File: config.mk
export PLATFORM = sky130hd
export DESIGN_NAME = autoneg_next_page_regs
export DESIGN_NICKNAME = d
export VERILOG_FILES = /design/src/an_np_pkg.sv /design/src/autoneg_next_page_regs.sv /design/src/pin_sync.sv /design/src/mdio_frame.sv
export SDC_FILE = /design/constraint.sdc
export NUM_CORES = 1
export LEC_CHECK = 0
export BUFFER_PORTS_ARGS = -buffer_cell sky130_fd_sc_hd__buf_2
export CAP_MARGIN = 20
export CORE_MARGIN = 2
export CORE_UTILIZATION = 51
export CTS_BUF_LIST = sky130_fd_sc_hd__clkbuf_8 sky130_fd_sc_hd__clkbuf_16
export CTS_CLUSTER_DIAMETER = 80
export DETAILED_ROUTE_END_ITERATION = 8
export PLACE_DENSITY = 0.7
export SYNTH_ARGS = -nofsm -noshare
export SYNTH_HDL_FRONTEND = slang
export SYNTH_SLANG_ARGS = --single-unit
File: constraint.sdc
create_clock -name clk -period 6.8 [get_ports clk]
set_input_delay 1.36 -clock clk [delete_from_list [all_inputs] [get_ports clk]]
set_output_delay 1.36 -clock clk [all_outputs]
set_load 0.03 [all_outputs]
File: src/an_np_pkg.sv
// package: register map, field positions, reset values and carrier types
package an_np_pkg;
    localparam logic [4:0] ADDR_EXPANSION = 5'h06;
    localparam logic [4:0] ADDR_LOCAL_NP = 5'h07;
    localparam logic [4:0] ADDR_PARTNER_NP = 5'h08;
    localparam logic [4:0] ADDR_DIGITAL_CTRL = 5'h10;
    localparam logic [4:0] ADDR_AFE_CTRL = 5'h11;
    localparam int EXP_NP_ABLE = 2;
    localparam int EXP_PAGE_RX = 1;
    localparam int EXP_LP_AN_ABLE = 0;
    localparam int NP_MORE = 15;
    localparam int NP_ACK = 14;
    localparam int NP_MSG_PAGE = 13;
    localparam int NP_COMPLY = 12;
    localparam int NP_TOGGLE = 11;
    localparam int NP_MSG_MSB = 10;
    localparam int DIG_PLL_OFF = 4;
    localparam logic [15:0] LOCAL_NP_RESET = 16'h2001;
    localparam logic [15:0] LOCAL_NP_WMASK = 16'hb7ff;
    localparam logic [15:0] DIGITAL_RESET = 16'h0000;
    localparam logic [15:0] AFE_RESET = 16'h0000;
    localparam logic [1:0] MDIO_START = 2'b01;
    localparam logic [1:0] MDIO_OP_WRITE = 2'b01;
    localparam logic [1:0] MDIO_OP_READ = 2'b10;
    localparam logic [5:0] MDIO_FRAME_BITS = 6'd32;

    // one management access decoded from the serial frame
    typedef struct packed {
        logic write;
        logic [4:0] addr;
        logic [15:0] data;
    } mgmt_req_t;

    // page and ability status from the negotiation engine
    typedef struct packed {
        logic pageEvent;
        logic partnerAnAble;
        logic [15:0] partnerPage;
        logic localToggle;
    } an_status_t;
endpackage

File: src/autoneg_next_page_regs.sv
// next-page and expansion register bank behind the management serial port
`timescale 1ns/1ps
module autoneg_next_page_regs (
    // clock and reset
    input wire logic clk,
    input wire logic sys_rst,
    // management serial pins
    input wire logic mdc,
    input wire logic mdioIn,
    output logic mdioOut,
    output logic mdioOe,
    input wire logic [4:0] phyAddr,
    // negotiation engine status, same clock
    input wire an_np_pkg::an_status_t anStatus,
    input wire logic energyDetectPowerDown,
    // controls to the negotiation engine and analog side
    output logic [15:0] localNextPage,
    output logic localPageWritten,
    output logic pllOff,
    output logic [15:0] analogFrontEndControl
);
    logic mdcSync;
    logic mdioInSync;
    logic [4:0] phyAddrSync;
    an_np_pkg::mgmt_req_t req;
    logic reqValid;
    logic [15:0] readData;
    logic [15:0] localPage;
    logic [15:0] partnerPage;
    logic [15:0] digitalCtrl;
    logic pageReceived;
    logic partnerAnAble;
    logic writeStrobe;
    logic readStrobe;

    pin_sync #(
        .WIDTH(7)
    ) u_sync (
        .clk(clk),
        .sys_rst(sys_rst),
        .din({mdc, mdioIn, phyAddr}),
        .dout({mdcSync, mdioInSync, phyAddrSync})
    );

    mdio_frame u_frame (
        .clk(clk),
        .sys_rst(sys_rst),
        .mdcSync(mdcSync),
        .mdioInSync(mdioInSync),
        .phyAddr(phyAddrSync),
        .req(req),
        .reqValid(reqValid),
        .readData(readData),
        .mdioOut(mdioOut),
        .mdioOe(mdioOe)
    );

    assign writeStrobe = reqValid & req.write;
    assign readStrobe = reqValid & ~req.write;

    // local next page: writable fields, toggle from the engine
    always_ff @(posedge clk or posedge sys_rst)
    begin
        if (sys_rst)
            localPage <= an_np_pkg::LOCAL_NP_RESET;
        else
        begin
            if (writeStrobe && req.addr == an_np_pkg::ADDR_LOCAL_NP)
                localPage <= req.data & an_np_pkg::LOCAL_NP_WMASK;
            localPage[an_np_pkg::NP_TOGGLE] <= anStatus.localToggle;
            localPage[14] <= 1'b0;
        end
    end

    // pulse tells the engine a fresh page is loaded
    always_ff @(posedge clk or posedge sys_rst)
    begin
        if (sys_rst)
            localPageWritten <= 1'b0;
        else
            localPageWritten <= writeStrobe &&
                req.addr == an_np_pkg::ADDR_LOCAL_NP;
    end

    always_ff @(posedge clk or posedge sys_rst)
    begin
        if (sys_rst)
            localNextPage <= an_np_pkg::LOCAL_NP_RESET;
        else
            localNextPage <= localPage;
    end

    // partner page captured on each received page
    always_ff @(posedge clk or posedge sys_rst)
    begin
        if (sys_rst)
            partnerPage <= '0;
        else if (anStatus.pageEvent)
            partnerPage <= anStatus.partnerPage;
    end

    always_ff @(posedge clk or posedge sys_rst)
    begin
        if (sys_rst)
            partnerAnAble <= 1'b0;
        else
            partnerAnAble <= anStatus.partnerAnAble;
    end

    // page received latch: set wins over the read clear
    always_ff @(posedge clk or posedge sys_rst)
    begin
        if (sys_rst)
            pageReceived <= 1'b0;
        else if (anStatus.pageEvent)
            pageReceived <= 1'b1;
        else if (readStrobe && req.addr == an_np_pkg::ADDR_EXPANSION)
            pageReceived <= 1'b0;
    end

    // digital and analog control registers
    always_ff @(posedge clk or posedge sys_rst)
    begin
        if (sys_rst)
            digitalCtrl <= an_np_pkg::DIGITAL_RESET;
        else if (writeStrobe && req.addr == an_np_pkg::ADDR_DIGITAL_CTRL)
            digitalCtrl <= req.data;
    end

    always_ff @(posedge clk or posedge sys_rst)
    begin
        if (sys_rst)
            analogFrontEndControl <= an_np_pkg::AFE_RESET;
        else if (writeStrobe && req.addr == an_np_pkg::ADDR_AFE_CTRL)
            analogFrontEndControl <= req.data;
    end

    always_ff @(posedge clk or posedge sys_rst)
    begin
        if (sys_rst)
            pllOff <= 1'b0;
        else
            pllOff <= digitalCtrl[an_np_pkg::DIG_PLL_OFF] &
                energyDetectPowerDown;
    end

    // read multiplexer; unmapped addresses read zero
    always_comb
    begin
        readData = 16'h0000;
        unique case (req.addr)
            an_np_pkg::ADDR_EXPANSION:
            begin
                readData[an_np_pkg::EXP_NP_ABLE] = 1'b1;
                readData[an_np_pkg::EXP_PAGE_RX] = pageReceived;
                readData[an_np_pkg::EXP_LP_AN_ABLE] = partnerAnAble;
            end
            an_np_pkg::ADDR_LOCAL_NP:
                readData = localPage;
            an_np_pkg::ADDR_PARTNER_NP:
                readData = partnerPage;
            an_np_pkg::ADDR_DIGITAL_CTRL:
                readData = digitalCtrl;
            an_np_pkg::ADDR_AFE_CTRL:
                readData = analogFrontEndControl;
            default:
                readData = 16'h0000;
        endcase
    end
endmodule

File: src/pin_sync.sv
// two-flop synchroniser for asynchronous pin levels
`timescale 1ns/1ps
module pin_sync #(
    parameter int WIDTH = 1
) (
    // clock and reset
    input wire logic clk,
    input wire logic sys_rst,
    // levels
    input wire logic [WIDTH-1:0] din,
    output logic [WIDTH-1:0] dout
);
    logic [WIDTH-1:0] stage1;

    always_ff @(posedge clk or posedge sys_rst)
    begin
        if (sys_rst)
        begin
            stage1 <= '0;
            dout <= '0;
        end
        else
        begin
            stage1 <= din;
            dout <= stage1;
        end
    end
endmodule

File: src/mdio_frame.sv
// management serial frame engine: clause-22 read and write frames
`timescale 1ns/1ps
module mdio_frame (
    // clock and reset
    input wire logic clk,
    input wire logic sys_rst,
    // synchronised pins
    input wire logic mdcSync,
    input wire logic mdioInSync,
    input wire logic [4:0] phyAddr,
    // decoded access
    output an_np_pkg::mgmt_req_t req,
    output logic reqValid,
    input wire logic [15:0] readData,
    // serial output
    output logic mdioOut,
    output logic mdioOe
);
    typedef enum logic [3:0] {
        S_IDLE = 4'b0001,
        S_HEAD = 4'b0010,
        S_READ = 4'b0100,
        S_WRITE = 4'b1000
    } frame_state_t;

    frame_state_t state;
    logic mdcPrev;
    logic [5:0] ones;
    logic [5:0] count;
    logic [15:0] shift;
    logic [15:0] readShift;
    logic rise;
    logic fall;

    assign rise = mdcSync & ~mdcPrev;
    assign fall = ~mdcSync & mdcPrev;

    always_ff @(posedge clk or posedge sys_rst)
    begin
        if (sys_rst)
            mdcPrev <= 1'b0;
        else
            mdcPrev <= mdcSync;
    end

    // preamble, header capture and data phases
    always_ff @(posedge clk or posedge sys_rst)
    begin
        if (sys_rst)
        begin
            state <= S_IDLE;
            ones <= '0;
            count <= '0;
            shift <= '0;
            readShift <= '0;
            req <= '0;
            reqValid <= 1'b0;
            mdioOut <= 1'b0;
            mdioOe <= 1'b0;
        end
        else
        begin
            reqValid <= 1'b0;
            unique case (state)
                S_IDLE:
                begin
                    mdioOe <= 1'b0;
                    if (rise)
                    begin
                        if (mdioInSync)
                            ones <= (ones == 6'd32) ? ones : ones + 6'd1;
                        else if (ones == 6'd32)
                        begin
                            state <= S_HEAD;
                            count <= 6'd1;
                            shift <= 16'h0000;
                            ones <= '0;
                        end
                        else
                            ones <= '0;
                    end
                end
                S_HEAD:
                    if (rise)
                    begin
                        shift <= {shift[14:0], mdioInSync};
                        count <= count + 6'd1;
                        if (count == 6'd13)
                        begin
                            // shift holds start[1], op[2], phy[5], reg[4]
                            req.addr <= {shift[3:0], mdioInSync};
                            req.write <=
                                shift[10:9] == an_np_pkg::MDIO_OP_WRITE;
                            if (shift[11] != an_np_pkg::MDIO_START[0])
                                state <= S_IDLE;
                            else if (shift[8:4] != phyAddr)
                                state <= S_IDLE;
                            else if (shift[10:9] == an_np_pkg::MDIO_OP_READ)
                            begin
                                req.write <= 1'b0;
                                reqValid <= 1'b1;
                                state <= S_READ;
                                count <= '0;
                            end
                            else if (shift[10:9] == an_np_pkg::MDIO_OP_WRITE)
                            begin
                                state <= S_WRITE;
                                count <= '0;
                            end
                            else
                                state <= S_IDLE;
                        end
                    end
                S_READ:
                begin
                    // capture on the strobe edge, before any clear-on-read
                    if (reqValid)
                        readShift <= readData;
                    if (fall)
                    begin
                        count <= count + 6'd1;
                        if (count == 6'd1)
                        begin
                            mdioOe <= 1'b1;
                            mdioOut <= 1'b0;
                        end
                        else if (count >= 6'd2 && count <= 6'd17)
                        begin
                            mdioOut <= readShift[15];
                            readShift <= {readShift[14:0], 1'b0};
                        end
                        else if (count == 6'd18)
                        begin
                            mdioOe <= 1'b0;
                            state <= S_IDLE;
                        end
                    end
                end
                S_WRITE:
                    if (rise)
                    begin
                        count <= count + 6'd1;
                        shift <= {shift[14:0], mdioInSync};
                        if (count == 6'd17)
                        begin
                            req.write <= 1'b1;
                            req.data <= {shift[14:0], mdioInSync};
                            reqValid <= 1'b1;
                            state <= S_IDLE;
                        end
                    end
            endcase
        end
    end
endmodule

==> results of run 1 <==
placed cells by master, fill, tap and decap left out, drive strengths merged, types with 6 or more instances in the layout:
cell type	n
nand2	27
mux2	79
nor2	10
inv	19
a22o	17
clkbuf	17
and3	9
a211oi	14
buf	71
ha	9
o21ai	23
a22oi	28
dfrtp	164
xnor2	6
nand3	13
a221o	13
worst max path at each step:
stage | start | endpoint | slack, ns | cells past startpoint
after CTS | u_frame.req[17] | analogFrontEndControl[7] | 4.02 | 4
after global routing | u_frame.state[3] | u_frame.state[0] | 3.80 | 5
after global placement | sys_rst | u_sync.stage1[0] | 3.88 | 3
final | u_frame.state[1] | u_frame.state[0] | 4.00 | 5
after detailed placement | sys_rst | u_sync.stage1[0] | 3.85 | 3
after floorplan | sys_rst | analogFrontEndControl[0] | 0.87 | 1
routing by layer:
| layer | GRT usage (%) | part of all wire (%) | vias up |
|---|---|---|---|
| met4 | 6.39 | 1.1 | 0 |
| met3 | 5.26 | 4.8 | 13 |
| li1 | - | - | 2152 |
| met1 | 29.2 | 46 | 2375 |
| met5 | 0 | 0 | - |
| met2 | 33.6 | 48 | 136 |
critical path: stages (launching register included):
cell	delay [ns]
dfrtp_1	0.51
nor4b_4	0.63
inv_1	0.20
o211ai_1	0.77
nand4bb_1	0.38
mux2i_1	0.23
flip-flops by register name, summed over array words and instances (netlist names), 4 cells and up:
signal                 flops
u_frame.readShift         16
u_frame.state              4
localPage                 15
partnerPage               16
u_frame.req               22
u_frame.count              6
localNextPage             15
u_frame.shift             15
u_sync.dout                7
analogFrontEndControl     16
u_frame.ones               6
u_sync.stage1              7
digitalCtrl               16
cell type report:
type | count | area, um2 | area share [%]
multi-input cells | 329 | 2730 | 33.4
clock inverters | 12 | 92.6 | 1.13
flip-flops and latches | 169 | 4240 | 51.9
clock buffers | 17 | 425 | 5.21
inverters | 15 | 61.3 | 0.751
well taps | 180 | 225 | 2.76
repair buffers | 71 | 395 | 4.84
through the flow:
stage	util, %	instances	power [uW]	instance area, um2	setup slack [ns]
after CTS	58.9	792	2370	8140	4.02
after floorplan	-	544	1430	7210	0.873
after global routing	59.1	793	2480	8170	3.80
after global placement	55.1	762	1490	7610	3.88
after detailed placement	55.1	763	1510	7620	3.85
final	59.1	793	2350	8170	4.00
power by group:
| group | switching [uW] | leakage (uW) | total (uW) | internal, uW |
|---|---|---|---|---|
| combinational | 220 | 0.00131 | 356 | 136 |
| clock | 366 | 0.000265 | 856 | 490 |
| sequential | 80.1 | 0.00225 | 1140 | 1060 |
| total | 666 | 0.00382 | 2350 | 1690 |
synth_stat cells, drive strengths merged, types with 3 or more instances:
master	count
dfrtp	164
mux2	79
a22oi	28
nand2	27
buf	23
o21ai	23
a22o	17
inv	15
a211oi	14
a221o	13
nand3	13
nor2	10
and3	9
ha	9
clkbuf	8
xnor2	6
a21oi	5
dfstp	5
mux2i	5
o211ai	5
or4b	5
nor3b	4
nor4b	4
nand2b	3
o31ai	3
or3	3
xor2	3
kinds of logic after synthesis:
| logic type | count (synthesis) |
|---|---|
| buf+inv | 46 |
| xor+xnor | 9 |
| fa+ha+maj | 9 |
| mux | 84 |
| other cells | 1 |
| flops | 169 |
| simple gates | 98 |
| compound gates | 128 |
==> impl_metrics.csv, run 1 <==
group,metric,value,unit
finish,drive_above_1_share,32.6,%
routing,wirelength,15000,um
floorplanning,num_rows,43,
hold_path,hold_depth,0,
routing,ant_nets,0,
finish,final_net_count,641,
status,status,"finished, final reports clean",
finish,antenna_cells,0,
critical_path,crit_type,"flop to flop",
clocking,cts-resized-gates,0,
finish,syn2layout_area_growth,13.2,%
sta,fin_setup_tns,0,ns
yosys,synthSimpleGateAreaFrac,8.32,%
clocking,cts-root-buf,"clkbuf_16",
clocking,clockBufferDepth,2,
sta,hold_ws,0.350,ns
sta,worst_slew_pin_slew,1.03,ns
yosys,syn_nets,582,
global_routing,grt_overflow,0,
job,cap_violations,0,
yosys,yosysSeqAreaShare,58.7,%
critical_path,crit_path_start_kind,"flop",
clocking,cts.clk_slew.worst_paths,0.05,ns
yosys,yosys_warnings,0,
critical_path,regToRegEndpoint,"u_frame.state[0]",
sta,finalHoldViolations,0,
yosys,synth_edf_count,0,
floorplanning,start_util,52.2,%
yosys,synth_area_leaders,"dfrtp_1, mux2_2, a22oi_1, a22o_1, dfstp_2",
critical_path,crit_path_max_fanout,13,
finish,fillers,1111,
floorplanning,top_level_ports,65,
sta,min_period_over_period,41.1,%
yosys,ys_async_sr_fraction,100,%
floorplanning,die_x,123,um
clocking,clk_latency,0.42,ns
yosys,synth_top_area_share,56.9,%
sta,rsz0062_at_grt,"no",
floorplanning,dieArea,15100,um2
yosys,synth_top_cell_by_area,"dfrtp_1",
yosys,synth_xor_area_share,1.09,%
critical_path,reg2reg_slack,4.00,ns
sta,timing.fmax,358,MHz
place,gp_congestion,0.820,
routing,vias,4676,
hold_path,hold_start,"u_sync.stage1[6]",
global_routing,antenna_found_initial,0,
floorplanning,die_h,123,um
critical_path,crit_required,7.14,ns
routing,detail_route.wl_per_cell,18.9,um
sta,maxSlewHeadroom,31.4,%
sta,finalSetupViolations,0,
critical_path,end_kind,"flop",
routing,drcViolationCount,0,
clocking,cts_setup_buffers,0,
global_routing,grt_pass1_wl,24200,um
power_and_ir_drop,irDropWorstVdd,0.000250,V
clocking,cts_tree,"done",
yosys,syn_avg_cell_area,13.3,um2
clocking,cts_sinks,169,
yosys,synth_adder_area_share,1.56,%
routing,drtIter0Drc,423,
clocking,cts-buffers-inserted,17,
yosys,synth_compound_area_share,13.7,%
critical_path,r2r-start,"u_frame.state[1]",
critical_path,rr_worst_depth,5,
clocking,cts_hold_buf,0,
sta,fin_skew,0.00633,ns
place,dp_hpwl,10100,um
global_routing,grt_max_degree,121,
yosys,syn_area,7210,um2
place,portBuffers,63,
yosys,ys_types,68,
yosys,synth_ff_type,"dfrtp_1",
routing,dr.pass1.iters,5,
hold_path,hp-class,"flop to flop",
power_and_ir_drop,p_leak,0.00382,uW
yosys,synth_top_family_by_area,"compound AO/OA/AOI/OAI gates",
sta,post-route-min-period,2.80,ns
hold_path,hold_path_end,"u_sync.dout[6]",
yosys,synthMuxAreaShare,13.0,%
floorplanning,core_area,13800,um2
power_and_ir_drop,p_per_area,288,nW/um2
global_routing,track_usage,21.3,%
clocking,htree_num_levels,4,
sta,final_max_slew_viol_count,0,
routing,vias_per_cell,5.90,
yosys,ys_seq_elements,169,
yosys,synthCells,544,
global_routing,grt_pass1_vias,4564,
critical_path,arrival,3.14,ns
Note: power is estimated with default switching activity, not from simulation.
==> inputs of run 2 (changes only) <==
- clock period: 6.8 -> 2.8 ns (I/O delays scaled with it)
==> impl_metrics.csv, run 2 (same netlist as run 1, synthesis figures left out) <==
group,metric,value,unit
global_routing,grt_max_degree,135,
critical_path,arrival,2.89,ns
floorplanning,top_level_ports,65,
critical_path,r2r-start,"u_frame.count[2]",
critical_path,crit_path_max_fanout,13,
finish,layout_commonest_cell,"dfrtp_1",
routing,drtIter0Drc,434,
routing,vias,4645,
power_and_ir_drop,p_per_area,736,nW/um2
sta,fin_skew,0.00588,ns
critical_path,reg2reg_slack,0.27,ns
place,dp_hpwl,9890,um
clocking,cts_tree,"done",
finish,syn2layout_area_growth,15.5,%
finish,fillers,1097,
status,status,"finished, final reports clean",
floorplanning,core_area,13800,um2
routing,dr.pass1.iters,6,
finish,antenna_cells,0,
clocking,clk_latency,0.42,ns
finish,final_cell_mix,"dfrtp_1, mux2_2, buf_2",
clocking,cts_sinks,169,
sta,finalSetupViolations,0,
clocking,cts-root-buf,"clkbuf_16",
clocking,htree_num_levels,4,
finish,multi_input_area,2730,um2
critical_path,end_kind,"flop",
critical_path,crit_required,3.15,ns
power_and_ir_drop,clkPwrFrac,40.5,%
sta,worst_slew_pin_slew,0.954,ns
clocking,clockBufferDepth,2,
global_routing,antenna_found_initial,0,
critical_path,rr_worst_depth,5,
floorplanning,die_h,123,um
critical_path,crit_type,"flop to flop",
finish,top_register,"u_frame.req",
hold_path,hp-class,"input port to flop",
power_and_ir_drop,seqPwrFrac,45.1,%
global_routing,grt_overflow,0,
hold_path,hold_path_end,"u_sync.stage1[1]",
sta,maxSlewHeadroom,36.2,%
power_and_ir_drop,p_comb_share,14.5,%
clocking,cts_hold_buf,0,
sta,final_max_slew_viol_count,0,
sta,min_period_over_period,90.5,%
power_and_ir_drop,irDropWorstVdd,0.000639,V
sta,timing.fmax,395,MHz
routing,detail_route.wl_per_cell,18.3,um
floorplanning,dieArea,15100,um2
finish,final_net_count,649,
floorplanning,start_util,52.2,%
routing,wirelength,14700,um
power_and_ir_drop,p_switching,1650,uW
power_and_ir_drop,intPower,4490,uW
clocking,cts_setup_buffers,0,
finish,final_util,60.3,%
clocking,cts.clk_slew.worst_paths,0.06,ns
floorplanning,num_rows,43,
hold_path,hold_depth,1,
clocking,cts-buffers-inserted,17,
critical_path,regToRegEndpoint,"u_frame.readShift[11]",
global_routing,grt_pass1_vias,4618,
clocking,cts-resized-gates,0,
sta,rsz0062_at_grt,"no",
global_routing,grt_pass1_wl,23800,um
sta,finalHoldViolations,0,
finish,drive_above_1_share,34.3,%
floorplanning,die_x,123,um
place,gp_congestion,0.800,
hold_path,hold_start,"phyAddr[1]",
finish,register_area,4240,um2
job,cap_violations,0,
critical_path,crit_path_start_kind,"flop",
power_and_ir_drop,p_leak,0.00391,uW
power_and_ir_drop,sw_frac_of_total,26.9,%
place,dpl-instance-area,7700,um2
place,portBuffers,63,
routing,vias_per_cell,5.78,
routing,ant_nets,0,
global_routing,track_usage,20.8,%
finish,largest_register_ffs,22,
sta,post-route-min-period,2.53,ns
finish,final_area,8330,um2
routing,drcViolationCount,0,
sta,fin_setup_tns,0,ns
-- run 2: cell count changes in the layout (fill, tap and decap cells not counted) --
cell       delta
buf_4         +8
inv_1         -4
buf_16        -1
buf_12        +1
bufinv_16     +3
clkbuf_8      +3
-- run 2: how the worst max path moves through the flow --
stage	start	endpoint
floorplan	sys_rst	analogFrontEndControl[0]
finish	u_frame.count[2]	u_frame.readShift[11]
global route	u_frame.count[1]	u_frame.count[0]
CTS	u_frame.count[2]	u_frame.readShift[11]
detailed placement	u_frame.count[2]	u_frame.readShift[11]
global placement	u_frame.state[0]	u_frame.state[3]
-- run 2: metal layers --
layer / share of wire (%) / global-route usage, %
met5: 0 / 0
met2: 49 / 33.0
met3: 4.9 / 5.26
met4: 1.4 / 6.39
met1: 45 / 28.4
-- run 2: area by class of cell --
class | count | area share [%]
clock buffers | 20 | 5.60
clock inverters | 11 | 2.03
inverters | 15 | 0.721
multi-input cells | 329 | 32.8
flip-flops and latches | 169 | 50.8
well taps | 180 | 2.70
repair buffers | 79 | 5.37
-- run 2: power by group through the flow --
stage	Combinational (uW)	Clock (uW)	Sequential (uW)
after global placement	859	0	2790
after global routing	998	2640	2790
final	887	2480	2770
after floorplan	765	0	2700
after detailed placement	880	0	2800
after CTS	896	2530	2760
-- run 2: per-stage QoR --
step | worst slack (ns) | power [uW] | hold slack [ns] | cells
2_1_floorplan | 0.0894 | 3460 | 0.331 | 544
3_3_place_gp | 0.405 | 3650 | 0.332 | 772
3_5_place_dp | 0.326 | 3690 | 0.336 | 772
4_1_cts | 0.319 | 6190 | 0.231 | 803
5_1_grt | 0.0839 | 6430 | 0.225 | 803
6_report | 0.266 | 6130 | 0.247 | 803
-- run 2: critical path, stage by stage (launching register included) --
cell	delay [ns]
dfrtp_1	0.49
or4b_1	0.56
o32ai_2	0.28
nand2_1	0.10
nor2_1	0.75
a221o_2	0.30
==> inputs of run 3 (changes only) <==
- GPL_TIMING_DRIVEN: unset -> 0
==> impl_metrics.csv, run 3 (same netlist as run 1, synthesis figures left out) <==
group,metric,value,unit
sta,fin_ws,0.284,ns
sta,finalHoldViolations,0,
power_and_ir_drop,irDropWorstVdd,0.000450,V
status,status,"finished, final reports clean",
critical_path,crit_required,3.15,ns
clocking,cts-buffers-inserted,17,
finish,final_util,61.1,%
sta,hold_ws,0.162,ns
critical_path,crit_path_max_fanout,10,
sta,finalSetupViolations,0,
sta,maxSlewHeadroom,53.4,%
clocking,cts_sinks,169,
floorplanning,dieArea,15100,um2
routing,ant_nets,0,
floorplanning,die_x,123,um
finish,final_net_count,668,
power_and_ir_drop,p_switching,1690,uW
power_and_ir_drop,p_per_area,721,nW/um2
sta,worst_slew_pin_slew,0.699,ns
routing,detail_route.wl_per_cell,18.6,um
critical_path,regToRegEndpoint,"u_frame.readShift[14]",
critical_path,arrival,2.87,ns
critical_path,cp_slowest_cell,"or4b_2",
sta,timing.fmax,397,MHz
finish,drive_above_1_share,34.8,%
power_and_ir_drop,sw_frac_of_total,27.7,%
sta,fin_setup_tns,0,ns
clocking,clockBufferDepth,2,
clocking,cts-resized-gates,0,
power_and_ir_drop,p_comb_share,16.6,%
floorplanning,top_level_ports,65,
place,portBuffers,62,
finish,fin_cells,823,
floorplanning,core_area,13800,um2
finish,largest_register_ffs,22,
routing,dr.pass1.iters,5,
place,pre_cts_ws,0.257,ns
routing,drcViolationCount,0,
critical_path,end_kind,"flop",
power_and_ir_drop,intPower,4400,uW
critical_path,crit_path_start_kind,"flop",
routing,wirelength,15300,um
power_and_ir_drop,seqPwrFrac,44.2,%
critical_path,crit_chain,"or4b_2 > nor2_1 > buf_4 > nand2_1 > a211oi_1 > a221o_1",
routing,vias,4797,
floorplanning,num_rows,43,
place,gp_congestion,0.809,
finish,syn2layout_area_growth,17.0,%
finish,register_area,4240,um2
critical_path,cp_slowest_stage_delay,0.73,ns
finish,layout_commonest_cell,"dfrtp_1",
power_and_ir_drop,p_leak,0.00397,uW
finish,final_cell_mix,"dfrtp_1, mux2_2, buf_2",
sta,fin_skew,0.00617,ns
power_and_ir_drop,clkPwrFrac,39.2,%
critical_path,critPathBufInv,1,
finish,top_register,"u_frame.req",
critical_path,reg2reg_slack,0.28,ns
sta,min_period_over_period,89.9,%
sta,final_max_slew_viol_count,0,
critical_path,crit_type,"flop to flop",
finish,multi_input_area,2720,um2
floorplanning,die_h,123,um
global_routing,grt_max_degree,46,
sta,rsz0062_at_grt,"no",
clocking,clk_latency,0.43,ns
global_routing,antenna_found_initial,0,
critical_path,rr_worst_depth,6,
clocking,cts_setup_buffers,0,
global_routing,grt_pass1_vias,4814,
routing,drtIter0Drc,347,
clocking,htree_num_levels,4,
finish,fillers,1069,
critical_path,critPathTopFamily,"simple AND/OR/NAND/NOR gates",
clocking,cts_tree,"done",
place,dp_hpwl,10500,um
critical_path,r2r-start,"u_frame.req[17]",
routing,vias_per_cell,5.83,
clocking,cts.clk_slew.worst_paths,0.06,ns
sta,post-route-min-period,2.52,ns
place,placed_cells,790,
hold_path,hp-class,"input port to asynchronous set/reset pin",
global_routing,track_usage,22.0,%
global_routing,grt_overflow,0,
finish,antenna_cells,0,
global_routing,grt_pass1_wl,25000,um
clocking,cts-root-buf,"clkbuf_16",
floorplanning,start_util,52.2,%
job,cap_violations,0,
clocking,cts_hold_buf,0,
## run 3: through the flow
step | cell area (um2) | total power [uW]
2_1_floorplan | 7220 | 3460
3_3_place_gp | 7750 | 3670
3_5_place_dp | 7830 | 3740
4_1_cts | 8440 | 6120
5_1_grt | 8440 | 6390
6_report | 8440 | 6090
## run 3: routing by layer
| metal | vias to the layer above | routed length, um | track usage, % |
|---|---|---|---|
| li1 | 2210 | - | - |
| met5 | - | 0 | 0 |
| met3 | 26 | 691 | 5.44 |
| met2 | 125 | 7380 | 33.9 |
| met4 | 0 | 279 | 8.62 |
| met1 | 2436 | 6940 | 30.2 |
## run 3: cell type report
cell class                 instances  area share [%]
tap                              180            2.67
timing repair buffer              67            4.68
clock buffer                      19            5.36
sequential                       169            50.2
buffer                            31            2.36
clock inverter                    13            1.81
inverter                          15           0.711
multi-input combinational        329            32.3
## run 3: how the worst max path moves through the flow
stage	startpoint	endpoint	slack, ns	cells after the start
after floorplan	sys_rst	analogFrontEndControl[0]	0.09	1
after global placement	sys_rst	u_sync.stage1[1]	-0.81	2
after detailed placement	u_frame.req[19]	localPage[4]	0.26	6
after CTS	u_frame.req[19]	localPage[4]	0.27	6
after global routing	u_frame.count[1]	u_frame.req[19]	0.12	7
final	u_frame.req[17]	u_frame.readShift[14]	0.28	6
## run 3: power groups by stage
stage | Sequential (uW) | Combinational (uW) | Clock [uW]
floorplan | 2700 | 765 | 0
global placement | 2730 | 940 | 0
detailed placement | 2740 | 1000 | 0
CTS | 2690 | 1010 | 2420
global route | 2720 | 1130 | 2540
finish | 2690 | 1010 | 2390
